[src/hw/scol_defs.svh]
// Register indices, field positions, reset values and mode codes of the synthesizer control block
`ifndef SCOL_DEFS_SVH
`define SCOL_DEFS_SVH
// Word indices; byte address is four times the index
`define SCOL_IDX_CTRL      6'h00
`define SCOL_IDX_MODE      6'h01
`define SCOL_IDX_LOCK      6'h02
`define SCOL_IDX_ISTAT     6'h03
`define SCOL_IDX_IMASK     6'h04
`define SCOL_IDX_DIV_FIRST 6'h06
`define SCOL_IDX_DIV_LAST  6'h0B
// Control register fields
`define SCOL_CLKEN_BIT     0
`define SCOL_CLKDIV_LSB    8
`define SCOL_CLKDIV_MSB    12
`define SCOL_LOCKPIN_BIT   16
`define SCOL_SETSEL_BIT    20
// Mode register fields
`define SCOL_MODE_LSB      0
`define SCOL_MODE_MSB      2
`define SCOL_BAND_LSB      4
`define SCOL_BAND_MSB      6
`define SCOL_TRIM_LSB      8
`define SCOL_TRIM_MSB      9
`define SCOL_OOK_BIT       12
`define SCOL_DEV_LSB       16
`define SCOL_DEV_MSB       23
// Lock register and interrupt bits
`define SCOL_LOCKFLAG_BIT  0
`define SCOL_LOCKLIVE_BIT  1
`define SCOL_IRQ_GAIN_BIT  0
`define SCOL_IRQ_LOST_BIT  1
// Reset values
`define SCOL_CLKEN_RST     1'b1
`define SCOL_CLKDIV_RST    5'h00
`define SCOL_TRIM_RST      2'h0
`define SCOL_BAND_RST      3'h0
`define SCOL_DEV_RST       8'h00
// Operating mode codes
`define SCOL_MODE_SLEEP_CODE 3'h0
`define SCOL_MODE_STBY_CODE  3'h1
`define SCOL_MODE_RX_CODE    3'h3
`define SCOL_MODE_TX_CODE    3'h4
`endif

[src/hw/scol_pkg.sv]
// Types shared by the synthesizer control block
`include "scol_defs.svh"
package scol_pkg;
	typedef enum logic [2:0] {
		SCOL_MODE_SLEEP = `SCOL_MODE_SLEEP_CODE,
		SCOL_MODE_STBY  = `SCOL_MODE_STBY_CODE,
		SCOL_MODE_RX    = `SCOL_MODE_RX_CODE,
		SCOL_MODE_TX    = `SCOL_MODE_TX_CODE
	} scol_mode_t;
	typedef struct packed {
		logic [7:0] r;
		logic [7:0] p;
		logic [7:0] s;
	} scol_div_set_t;
endpackage

[src/hw/scol_div_if.sv]
// Carrier between the control logic and the divider byte store
`timescale 1ns/1ps
interface scol_div_if;
	logic                    we;
	logic [2:0]              waddr;
	logic [7:0]              wdata;
	logic [2:0]              raddr;
	logic [7:0]              rdata;
	logic                    set_sel;
	scol_pkg::scol_div_set_t active;
	modport ctl (output we, waddr, wdata, raddr, set_sel, input rdata, active);
	modport mem (input we, waddr, wdata, raddr, set_sel, output rdata, active);
endinterface

[src/hw/scol_synth_ctrl.sv]
// Synthesizer control: clock output, lock flag, VCO settings, divider banks and mode decode
// Behaviour
// - With the clock-output enable set, a sub-multiple of the reference, from half of it downward, is driven on the clock pin.
// - The clock-output divide field picks the division applied before the clock pin.
// - Clock output is on after reset and runs in every mode but sleep.
// - The lock flag reads back and stays set until software writes a one to its bit.
// - With the lock-pin enable set, the lock flag is also driven on the lock pin.
// - A two-bit VCO tank trim field starts at zero and is handed to the VCO.
// - Two divider sets of R, P and S live in six byte registers at indices 6 to 11.
// - In FSK the synthesizer uses the selected R, P and S with no carrier offset.
// - In OOK transmit the carrier is placed below the synthesized frequency by the deviation.
// - Mode code 100 enables transmit.
// - Mode code 011 enables receive.
//
// Our own choices: the register addresses and register access over AHB-Lite.
`timescale 1ns/1ps
`include "scol_defs.svh"
module scol_synth_ctrl (
	input  wire logic        hclk,
	input  wire logic        hresetn,
	input  wire logic        hsel,
	input  wire logic [31:0] haddr,
	input  wire logic [1:0]  htrans,
	input  wire logic        hwrite,
	input  wire logic [2:0]  hsize,
	input  wire logic [31:0] hwdata,
	input  wire logic        hready,
	output logic      [31:0] hrdata,
	output logic             hreadyout,
	output logic             hresp,
	input  wire logic        lock_detect_in,
	output logic             ref_clk_out,
	output logic             lock_pin_out,
	output logic             irq,
	output logic             tx_enable,
	output logic             rx_enable,
	output logic             ook_offset_active,
	output logic      [2:0]  vco_band_select,
	output logic      [1:0]  vco_tank_trim,
	output logic      [7:0]  deviation_setting,
	output logic      [7:0]  synth_r,
	output logic      [7:0]  synth_p,
	output logic      [7:0]  synth_s
);
	scol_div_if div ();

	logic       ref_clock_out_enable;
	logic [4:0] ref_clock_out_divide;
	logic       lock_pin_enable;
	logic       set_sel_r;
	logic [2:0] operating_mode_select;
	logic       ook_sel_r;
	logic       synth_lock_flag;
	logic [1:0] istat_r;
	logic [1:0] imask_r;
	logic       a_valid_r;
	logic       a_write_r;
	logic [5:0] a_idx_r;
	logic       rd_mem_r;
	logic [31:0] rdata_r;
	logic       lk_s1_r;
	logic       lk_s2_r;
	logic       lk_d_r;
	logic [4:0] cnt_r;
	logic       clk_out_r;
	logic       lock_pin_r;

	// True for a mapped word index in the divider byte range
	function automatic logic is_div(input logic [5:0] idx);
		return idx >= `SCOL_IDX_DIV_FIRST && idx <= `SCOL_IDX_DIV_LAST;
	endfunction

	// Word index of a byte address; upper bits must be zero to be mapped
	function automatic logic [5:0] word_idx(input logic [31:0] a);
		return (a[31:8] == 24'h000000) ? a[7:2] : 6'h3F;
	endfunction

	logic       acc;
	logic [5:0] cur_idx;
	logic       wr_ph;
	logic       rd_ph_acc;
	logic       flag_clr;
	logic       lk_rise;
	logic       lk_fall;
	logic       clk_on;

	assign acc       = hsel && htrans[1] && hready;
	assign cur_idx   = word_idx(haddr);
	assign wr_ph     = a_valid_r && a_write_r;
	assign rd_ph_acc = acc && !hwrite;
	assign hreadyout = 1'b1;  // Every access completes with no wait state
	assign hresp     = 1'b0;
	assign lk_rise   = lk_s2_r && !lk_d_r;
	assign lk_fall   = !lk_s2_r && lk_d_r;
	// W1C on the lock flag bit
	assign flag_clr  = wr_ph && a_idx_r == `SCOL_IDX_LOCK && hwdata[`SCOL_LOCKFLAG_BIT];
	// clock output never runs in sleep
	assign clk_on    = ref_clock_out_enable && operating_mode_select != scol_pkg::SCOL_MODE_SLEEP;

	// Address phase capture; the data phase follows on the next cycle
	always_ff @(posedge hclk or negedge hresetn) begin
		if (!hresetn) begin
			a_valid_r <= 1'b0;
			a_write_r <= 1'b0;
			a_idx_r   <= 6'h00;
			rd_mem_r  <= 1'b0;
		end else begin
			a_valid_r <= acc;
			a_write_r <= hwrite;
			a_idx_r   <= cur_idx;
			rd_mem_r  <= rd_ph_acc && is_div(cur_idx);
		end
	end

	// Read word latched in the address phase; unmapped indices read zero
	always_ff @(posedge hclk or negedge hresetn) begin
		if (!hresetn) begin
			rdata_r <= 32'h00000000;
		end else if (rd_ph_acc) begin
			rdata_r <= 32'h00000000;
			case (cur_idx)
				`SCOL_IDX_CTRL: begin
					rdata_r[`SCOL_CLKEN_BIT]                  <= ref_clock_out_enable;
					rdata_r[`SCOL_CLKDIV_MSB:`SCOL_CLKDIV_LSB] <= ref_clock_out_divide;
					rdata_r[`SCOL_LOCKPIN_BIT]                <= lock_pin_enable;
					rdata_r[`SCOL_SETSEL_BIT]                 <= set_sel_r;
				end
				`SCOL_IDX_MODE: begin
					rdata_r[`SCOL_MODE_MSB:`SCOL_MODE_LSB] <= operating_mode_select;
					rdata_r[`SCOL_BAND_MSB:`SCOL_BAND_LSB] <= vco_band_select;
					rdata_r[`SCOL_TRIM_MSB:`SCOL_TRIM_LSB] <= vco_tank_trim;
					rdata_r[`SCOL_OOK_BIT]                 <= ook_sel_r;
					rdata_r[`SCOL_DEV_MSB:`SCOL_DEV_LSB]   <= deviation_setting;
				end
				`SCOL_IDX_LOCK: begin
					rdata_r[`SCOL_LOCKFLAG_BIT] <= synth_lock_flag;
					rdata_r[`SCOL_LOCKLIVE_BIT] <= lk_s2_r;
				end
				`SCOL_IDX_ISTAT: rdata_r[1:0] <= istat_r;
				`SCOL_IDX_IMASK: rdata_r[1:0] <= imask_r;
				default: rdata_r <= 32'h00000000;
			endcase
		end
	end

	// Divider bytes come straight from the store's registered read port
	assign hrdata = rd_mem_r ? {24'h000000, div.rdata} : rdata_r;

	// Control register
	always_ff @(posedge hclk or negedge hresetn) begin
		if (!hresetn) begin
			ref_clock_out_enable <= `SCOL_CLKEN_RST;
			ref_clock_out_divide <= `SCOL_CLKDIV_RST;
			lock_pin_enable      <= 1'b0;
			set_sel_r            <= 1'b0;
		end else if (wr_ph && a_idx_r == `SCOL_IDX_CTRL) begin
			ref_clock_out_enable <= hwdata[`SCOL_CLKEN_BIT];
			ref_clock_out_divide <= hwdata[`SCOL_CLKDIV_MSB:`SCOL_CLKDIV_LSB];
			lock_pin_enable      <= hwdata[`SCOL_LOCKPIN_BIT];
			// set select moves only on this write
			set_sel_r            <= hwdata[`SCOL_SETSEL_BIT];
		end
	end

	// Mode register; reset lands in standby so the clock output is live
	always_ff @(posedge hclk or negedge hresetn) begin
		if (!hresetn) begin
			operating_mode_select <= `SCOL_MODE_STBY_CODE;
			vco_band_select       <= `SCOL_BAND_RST;
			vco_tank_trim         <= `SCOL_TRIM_RST;
			ook_sel_r             <= 1'b0;
			deviation_setting     <= `SCOL_DEV_RST;
		end else if (wr_ph && a_idx_r == `SCOL_IDX_MODE) begin
			operating_mode_select <= hwdata[`SCOL_MODE_MSB:`SCOL_MODE_LSB];
			// band is passed to the VCO as written
			vco_band_select       <= hwdata[`SCOL_BAND_MSB:`SCOL_BAND_LSB];
			// trim starts at zero, each step moves the tuning voltage
			vco_tank_trim         <= hwdata[`SCOL_TRIM_MSB:`SCOL_TRIM_LSB];
			ook_sel_r             <= hwdata[`SCOL_OOK_BIT];
			deviation_setting     <= hwdata[`SCOL_DEV_MSB:`SCOL_DEV_LSB];
		end
	end

	// Interrupt mask
	always_ff @(posedge hclk or negedge hresetn) begin
		if (!hresetn) begin
			imask_r <= 2'h0;
		end else if (wr_ph && a_idx_r == `SCOL_IDX_IMASK) begin
			imask_r <= hwdata[1:0];
		end
	end

	// divider bytes at indices 6 to 11 go to the byte store
	assign div.we      = wr_ph && is_div(a_idx_r);
	assign div.waddr   = 3'(a_idx_r - `SCOL_IDX_DIV_FIRST);
	assign div.wdata   = hwdata[7:0];
	assign div.raddr   = 3'(cur_idx - `SCOL_IDX_DIV_FIRST);
	assign div.set_sel = set_sel_r;

	scol_div_mem u_mem (
		.hclk    (hclk),
		.hresetn (hresetn),
		.div     (div)
	);

	// the selected set drives the synthesizer dividers
	assign synth_r = div.active.r;
	assign synth_p = div.active.p;
	assign synth_s = div.active.s;

	// Lock detect comes from the analog loop, so two flops before use
	always_ff @(posedge hclk or negedge hresetn) begin
		if (!hresetn) begin
			lk_s1_r <= 1'b0;
			lk_s2_r <= 1'b0;
			lk_d_r  <= 1'b0;
		end else begin
			lk_s1_r <= lock_detect_in;
			lk_s2_r <= lk_s1_r;
			lk_d_r  <= lk_s2_r;
		end
	end

	// a rising lock edge wins over a same-cycle clear
	// flag holds until a one is written to its bit
	always_ff @(posedge hclk or negedge hresetn) begin
		if (!hresetn) begin
			synth_lock_flag <= 1'b0;
		end else if (lk_rise) begin
			synth_lock_flag <= 1'b1;
		end else if (flag_clr) begin
			synth_lock_flag <= 1'b0;
		end
	end

	// Sticky interrupt events; a read clears them but a new event wins
	always_ff @(posedge hclk or negedge hresetn) begin
		if (!hresetn) begin
			istat_r <= 2'h0;
		end else begin
			if (rd_ph_acc && cur_idx == `SCOL_IDX_ISTAT) begin
				istat_r <= 2'h0;
			end
			if (lk_rise) begin
				istat_r[`SCOL_IRQ_GAIN_BIT] <= 1'b1;
			end
			if (lk_fall) begin
				istat_r[`SCOL_IRQ_LOST_BIT] <= 1'b1;
			end
		end
	end

	assign irq = |(istat_r & imask_r);

	// lock pin mirrors the flag while enabled
	always_ff @(posedge hclk or negedge hresetn) begin
		if (!hresetn) begin
			lock_pin_r <= 1'b0;
		end else begin
			lock_pin_r <= lock_pin_enable && synth_lock_flag;
		end
	end

	assign lock_pin_out = lock_pin_r;

	// toggle divider gives the reference over 2*(divide+1)
	// the divide field sets the half period
	always_ff @(posedge hclk or negedge hresetn) begin
		if (!hresetn) begin
			cnt_r     <= 5'h00;
			clk_out_r <= 1'b0;
		end else if (!clk_on) begin
			cnt_r     <= 5'h00;
			clk_out_r <= 1'b0;
		end else if (cnt_r >= ref_clock_out_divide) begin
			cnt_r     <= 5'h00;
			clk_out_r <= !clk_out_r;
		end else begin
			cnt_r     <= 5'(cnt_r + 5'h01);
		end
	end

	assign ref_clk_out = clk_out_r;

	// OOK transmit offsets the carrier down by the deviation
	always_ff @(posedge hclk or negedge hresetn) begin
		if (!hresetn) begin
			tx_enable         <= 1'b0;
			rx_enable         <= 1'b0;
			ook_offset_active <= 1'b0;
		end else begin
			tx_enable         <= operating_mode_select == scol_pkg::SCOL_MODE_TX;
			rx_enable         <= operating_mode_select == scol_pkg::SCOL_MODE_RX;
			ook_offset_active <= operating_mode_select == scol_pkg::SCOL_MODE_TX && ook_sel_r;
		end
	end

	// Checks on the block's outputs and on its lock flag and set select registers
	a_clk_idle_low: assert property (@(posedge hclk) disable iff (!hresetn)
		!clk_on |=> !ref_clk_out)
		else $error("clock output not low while disabled");
	a_clk_toggle_point: assert property (@(posedge hclk) disable iff (!hresetn)
		(clk_on && cnt_r == ref_clock_out_divide) |=> ref_clk_out != $past(ref_clk_out))
		else $error("clock output missed its toggle");
	a_clk_half_hold: assert property (@(posedge hclk) disable iff (!hresetn)
		(clk_on && cnt_r < ref_clock_out_divide) |=> $stable(ref_clk_out))
		else $error("clock output toggled early");
	a_lock_rise_set: assert property (@(posedge hclk) disable iff (!hresetn)
		lk_rise |=> synth_lock_flag)
		else $error("lock edge did not set flag");
	a_lock_flag_hold: assert property (@(posedge hclk) disable iff (!hresetn)
		(synth_lock_flag && !flag_clr) |=> synth_lock_flag)
		else $error("lock flag dropped without clear");
	a_lock_flag_clear: assert property (@(posedge hclk) disable iff (!hresetn)
		(flag_clr && !lk_rise) |=> !synth_lock_flag)
		else $error("lock flag not cleared");
	a_lock_pin_follow: assert property (@(posedge hclk) disable iff (!hresetn)
		(lock_pin_enable && lk_rise) |=> ##1 lock_pin_out)
		else $error("lock pin not driven");
	a_tx_mode_on: assert property (@(posedge hclk) disable iff (!hresetn)
		(operating_mode_select == scol_pkg::SCOL_MODE_TX) |=> (tx_enable && !rx_enable))
		else $error("transmit not entered");
	a_rx_mode_on: assert property (@(posedge hclk) disable iff (!hresetn)
		(operating_mode_select == scol_pkg::SCOL_MODE_RX) |=> (rx_enable && !tx_enable))
		else $error("receive not entered");
	a_set_only_write: assert property (@(posedge hclk) disable iff (!hresetn)
		$changed(set_sel_r) |-> $past(wr_ph && a_idx_r == `SCOL_IDX_CTRL))
		else $error("set select changed without write");
	a_ook_offset_tx: assert property (@(posedge hclk) disable iff (!hresetn)
		ook_offset_active |-> (tx_enable && $past(ook_sel_r)))
		else $error("offset outside OOK transmit");

	c_clk_running: cover property (@(posedge hclk) disable iff (!hresetn)
		clk_on ##1 ref_clk_out ##1 !ref_clk_out);
	c_lock_set_clear: cover property (@(posedge hclk) disable iff (!hresetn)
		lk_rise ##[1:20] flag_clr);
	c_set_swap: cover property (@(posedge hclk) disable iff (!hresetn)
		$rose(set_sel_r));
	c_irq_raise: cover property (@(posedge hclk) disable iff (!hresetn)
		$rose(irq));
endmodule

[src/hw/scol_div_mem.sv]
// Six divider bytes, two sets of R, P and S, with registered read ports
`timescale 1ns/1ps
module scol_div_mem (
	input wire logic hclk,
	input wire logic hresetn,
	scol_div_if.mem  div
);
	logic [7:0] mem_r [0:5];

	// Byte store; index 0..2 first set, 3..5 second set
	always_ff @(posedge hclk or negedge hresetn) begin
		if (!hresetn) begin
			for (int i = 0; i < 6; i++) begin
				mem_r[i] <= 8'h00;
			end
		end else if (div.we && div.waddr < 3'h6) begin
			mem_r[div.waddr] <= div.wdata;
		end
	end

	// Bus read byte, one cycle after the address
	always_ff @(posedge hclk or negedge hresetn) begin
		if (!hresetn) begin
			div.rdata <= 8'h00;
		end else begin
			div.rdata <= (div.raddr < 3'h6) ? mem_r[div.raddr] : 8'h00;
		end
	end

	// Selected set to the synthesizer; both sets stay loaded so a swap lands one cycle after set_sel changes
	always_ff @(posedge hclk or negedge hresetn) begin
		if (!hresetn) begin
			div.active <= '0;
		end else if (div.set_sel) begin
			div.active <= {mem_r[3], mem_r[4], mem_r[5]};
		end else begin
			div.active <= {mem_r[0], mem_r[1], mem_r[2]};
		end
	end
endmodule

[config.mk]
export PLATFORM = sky130hd
export DESIGN_NAME = scol_synth_ctrl
export DESIGN_NICKNAME = d
export VERILOG_FILES = /design/src/hw/scol_pkg.sv /design/src/hw/scol_div_if.sv /design/src/hw/scol_synth_ctrl.sv /design/src/hw/scol_div_mem.sv
export VERILOG_INCLUDE_DIRS = /design/src /design/src/hw
export SDC_FILE = /design/constraint.sdc
export NUM_CORES = 1
export LEC_CHECK = 0
export BUFFER_PORTS_ARGS = -buffer_cell sky130_fd_sc_hd__buf_2
export CAP_MARGIN = 20
export CORE_ASPECT_RATIO = 0.8
export CORE_UTILIZATION = 50
export DETAILED_ROUTE_END_ITERATION = 7
export PLACE_DENSITY_LB_ADDON = 0.1
export SKIP_LAST_GASP = 1
export SLEW_MARGIN = 20
export SYNTH_ARGS = -nofsm -noshare
export SYNTH_HDL_FRONTEND = slang
export SYNTH_SLANG_ARGS = --single-unit
[constraint.sdc]
create_clock -name hclk -period 2.4 [get_ports hclk]
set_input_delay 0.48 -clock hclk [delete_from_list [all_inputs] [get_ports hclk]]
set_output_delay 0.48 -clock hclk [all_outputs]
set_load 0.02 [all_outputs]
# Yosys cells after proc, flatten, opt, wreduce, memory -nomap -nowiden

Cells that the tools add are included.

Input port bits: 75
Word-level logic and storage cells: 126
Bits in latches: 0
Memory bits (read-only): 0
Memories: 0
Bits in registers: 151
Bits in writable memories: 0

Muxes and demuxes: 30
Shift-type cells: 0
Reduce and logical (&&, ||, !) cells: 33
Order comparisons: 10
Divide/modulo/power cells: 0
Add/subtract/negate cells: 3
Equality and inequality tests: 10
Multiply operators: 0
Bitwise operators: 3

Operator list:

| kind                | number |
|---|---|
| $bwmux 48           | 1 |
| $mux 24             | 2 |
| $mux 8              | 4 |
| $bmux 8 s3          | 1 |
| $demux 8 s3         | 1 |
| $logic_not 24->1    | 1 |
| $logic_and 1x1->1   | 21 |
| $eq 6x2->1 const B  | 3 |
| $eq 6x1->1 const B  | 2 |
| $eq 6x3->1 const B  | 2 |
| $ge 6x3->1 const B  | 2 |
| $le 6x4->1 const B  | 2 |
| $logic_not 6->1     | 2 |
| $mux 5              | 2 |
| $mux 3              | 3 |
| $ge 4x4->1 const B  | 2 |
| $not 3->4           | 2 |
| $mux 1              | 7 |
| $lt 3x3->1 const B  | 2 |
| $mux 6              | 1 |
| $pmux 1 s2          | 3 |
| $reduce_bool 2->1   | 3 |
| $sub 3x3->3 const B | 2 |
| $add 5x1->5 const B | 1 |
| other kinds (13)    | 17 |

# Longest topological paths before layout

Depth after elaboration: 8
Mapped depth: 12

# Cells and area by module

From an unflattened synthesis, not the netlist that was laid out.

Cell total of the unflattened synthesis: 506
Area total of the unflattened synthesis: 6740.2 um^2

By module, submodules not included:

| module          | cells an instance | instances | area an instance (um^2) |
|---|---|---|---|
| scol_synth_ctrl | 292               | 1         | 3398.3 |
| scol_div_mem    | 214               | 1         | 3342.0 |

# Worst setup path after synthesis

Ideal clock, no wire load.

Path kind: input to register
From: input port haddr[31]
To: register u_mem.div.rdata[5]
Required time: 2.267 ns
Stages on the path: 10
Arrival time: 2.739 ns
Path slack: -0.472 ns
Path buffers: 3
Cell sequence: nor4_1 -> nand4_2 -> clkbuf_1 -> or3_1 -> ha_1 -> buf_1 -> clkbuf_1 -> o41ai_1 -> a221oi_1 -> nor3_1

Longest elaborated chain between the ends: 8
Elaborated cells on any way between the ends: 9
Those cells by class: 1 x add/sub; 1 x order compare; 5 x mux; 1 x bitwise; 1 x reduce/logical

Ends and longest elaborated chain:

| element                                    | RTL line              | RTL |
|---|---|---|
| start, declared                            | scol_synth_ctrl.sv:22 | `input wire logic [31:0] haddr,` |
| $logic_not 24->1 (*)                       | scol_synth_ctrl.sv:75 | `return (a[31:8] == 24'h000000) ? a[7:2] : 6'h3F;` |
| $mux 6 (*)                                 | scol_synth_ctrl.sv:75 |  |
| $sub 3x3->3 (no source line) (*)           | n/a                   |  |
| $not 3->4 (implied by the code)            | scol_div_mem.sv:26    | `div.rdata <= (div.raddr < 3'h6) ? mem_r[div.raddr] : 8'h00;` |
| $bmux 8 s3                                 | scol_div_mem.sv:26    |  |
| $mux 8 (implied by the code) (2 in series) | scol_div_mem.sv:26    |  |
| $mux 8 (*)                                 | scol_div_mem.sv:26    |  |
| end signal, assigned                       | scol_div_mem.sv:26    |  |
| end, declared                              | scol_div_if.sv:12     | `modport mem (input we, waddr, wdata, raddr, set_sel, output rdata, active);` |

Mark *: on every way between the ends. The rest lies on a longest branch, timed or not. The select of a mux whose other input is x is not followed.
A chain may end at the register's enable or synchronous reset.

# Worst setup path in the final report

From: input port haddr[13]
To: register u_mem.div.rdata[5]

Same word-level chain as after synthesis.

==> run summary <==
Crit path max fanout: 6
Cts bufs inserted: 17
DP Worst Slack: -88.7 ps
DR iter-0 viols: 311
Total core area: 13100 sq um
Reg power frac: 0.465
Max_slew headroom: 0.452
CP startpoint kind: input port
Placed insts: 867
GRT Util Overall: 0.241
Ys Warns: 0
Largest net degree at the start of global routing: 57
Post-CTS Hold Fix Bufs: 0
ANT cells: 0
R2R depth: 4
GRT overflow: 0
CTS root buf: clkbuf_16
Routed vias/inst: 5.47
Post-route insts no fill: 899
Drt total wl: 15800 um
Post-route ant nets: 0
Gpl congestion: 0.779
Hold Path Class: in -> async
Async S/R FF share, synth: 1.00
First-pass GRT wire length: 25700 um
Power per Cell Area: 678 nW/um^2
Vias: 4919
Clock Power Share: 0.465
Fmax: 484 MHz
Clk pin slew, worst setup/hold paths: 60 ps
Layout Skew: 6.96 ps
RSZ-0062 raised after global routing: no
Synthesized area per cell: 11.8 sq um
Layout Nets: 793
Pint: 4.44 mW
IO buf count: 121
Cells after synthesis: 577
Primary FF master, synth: dfrtp_1
NetSw: 1.30 mW
Max_cap viols: 0
Combinational fraction of design power: 0.071
Crit path DAT: 2370 ps
Worst hold slack: 24.9 ps
Final TNS setup: 0 ps
Fin crit period: 2070 ps
Final Setup Violations: 0
Number of flops mapped to enable cells by yosys: 0
#FFs+latches synth: 151
Worst skew pair latency: 420 ps
Tcrit/Tclk final: 0.861
Worst Tran Pin Value: 823 ps
TritonCTS Sinks: 151
Number of global-route vias before repair: 4954
CP Class: in -> reg
Unique masters post-synth: 45
Mapped Area: 6840 sq um
Number of setup buffers added after CTS: 0
DIE WIDTH: 133 um
Initial Utilization: 0.522
Total die area: 14100 sq um
Sequential share of the synthesized area: 0.553
TritonCTS clock tree: built
VDD IR max: 0.672 mV
CP required: 2700 ps
I/O Pins: 152
Final Hold Violating Endpoints: 0
Fillcell total: 1048
Max Buffers Root-to-Sink: 2
Residual DRC: 0
First-pass detailed-route iteration total: 7
Drt wl/cell: 17.6 um
Antenna violations before repair: 0
Layout cells sized above 1: 0.412
Die Height: 107 um
Switching share of power: 0.226
Worst Setup End Kind: flop
CTS resizes: 0
Fin util: 0.645
Rows: 37
PnR worst setup slack: 333 ps
Pleak: 4.12 nW
Post-DP HPWL: 10900 um
P&R area growth vs syn: 23.7%
Slew Limit Fails: 0
# H-tree levels: 4
Status: finished clean
-- final timing paths --
kind	startpoint	endpoint	slack, ps
setup / recovery	haddr[13]	u_mem.div.rdata[5]	330
hold / removal	hresetn	u_mem.mem_r[35]	20
setup reg to reg	a_idx_r[5]	u_mem.mem_r[11]	460
hold reg to reg	lk_s1_r	lk_s2_r	350
max in group asynchronous	hresetn	imask_r[1]	1670
min in group hclk	lock_detect_in	lk_s1_r	170
-- cells in the final DEF, fill, tap and decap left out, types with 5 or more instances in the layout --
cell type / n
mux2i_1: 9
nor2b_1: 16
o41ai_1: 24
a221oi_1: 13
buf_2: 120
nand2_1: 59
o21ai_0: 9
ha_1: 7
nand3_1: 19
clkbuf_16: 17
inv_1: 24
buf_4: 29
mux2_2: 94
and2_1: 5
dfrtp_1: 149
nor2_1: 22
a221oi_2: 8
conb_1: 13
or3_1: 6
nor4_4: 5
nor3_1: 9
mux2_1: 6
-- sequential cells by signal, indices dropped and copies added (netlist names), 3 cells and up --
signal	count
a_idx_r	6
operating_mode_select	3
deviation_setting	8
u_mem.div.rdata	8
ref_clock_out_divide	5
vco_band_select	3
rdata_r	19
cnt_r	5
u_mem.div.active	24
u_mem.mem_r	48
-- per-layer routing --
layer,part of all wire,track usage,vias to the layer above
met1,0.45,0.317,2419
met2,0.48,0.397,169
li1,-,-,2311
met4,0.019,0.0895,0
met5,0,0,-
met3,0.047,0.0492,20
-- kinds of logic after synthesis --
kind of cell,synth area share
AND/OR/NAND/NOR,0.124
buffers and inverters,0.0492
AO/OA/AOI/OAI,0.0781
flip-flops,0.553
XOR/XNOR,0.00384
multiplexers,0.178
other,0.00110
adder cells (fa/ha/maj),0.0128
-- final cells by class --
cell class	instances	area, sq um	share of cell area
well taps	175	219	0.0259
inverters	24	90.1	0.0107
repair buffers	152	870	0.103
flip-flops and latches	151	3780	0.447
clock inverters	11	149	0.0176
clock buffers	21	450	0.0533
multi-input cells	365	2900	0.342
-- power by group through the flow --
stage               Clock (mW)  Combinational, mW  Sequential [mW]
floorplan                    0              0.205             2.72
global placement             0              0.401             2.71
detailed placement           0              0.408             2.71
CTS                       2.73              0.410             2.66
global route              2.82              0.449             2.67
finish                    2.66              0.404             2.67
-- per-stage QoR --
stage / power [mW] / instance area, sq um
floorplan: 2.92 / 7070
global placement: 3.11 / 7860
detailed placement: 3.12 / 7860
CTS: 5.80 / 8450
global route: 5.95 / 8450
finish: 5.73 / 8450
-- worst max-delay path, cell delays in order --
cell and delay (ps):
buf_2 120, nor4_4 320, nand4_4 170, or3_1 340, ha_1 320, buf_4 170
o41ai_1 70, a221oi_1 90, nor3_1 280
-- cells in the mapped netlist, types with 15 or more instances --
| cell type | count | share of area |
|---|---|---|
| dfrtp_1 | 149 | 0.55 |
| mux2_2 | 94 | 0.15 |
| nand2_1 | 60 | 0.033 |
| clkbuf_1 | 27 | 0.015 |
| inv_1 | 24 | 0.013 |
| o41ai_1 | 24 | 0.031 |
| nor2_1 | 23 | 0.013 |
| a221oi_1 | 21 | 0.027 |
| nand3_1 | 19 | 0.014 |
| nor2b_1 | 16 | 0.015 |
| buf_4 | 15 | 0.016 |
Note: power is estimated with default switching activity, not from simulation.
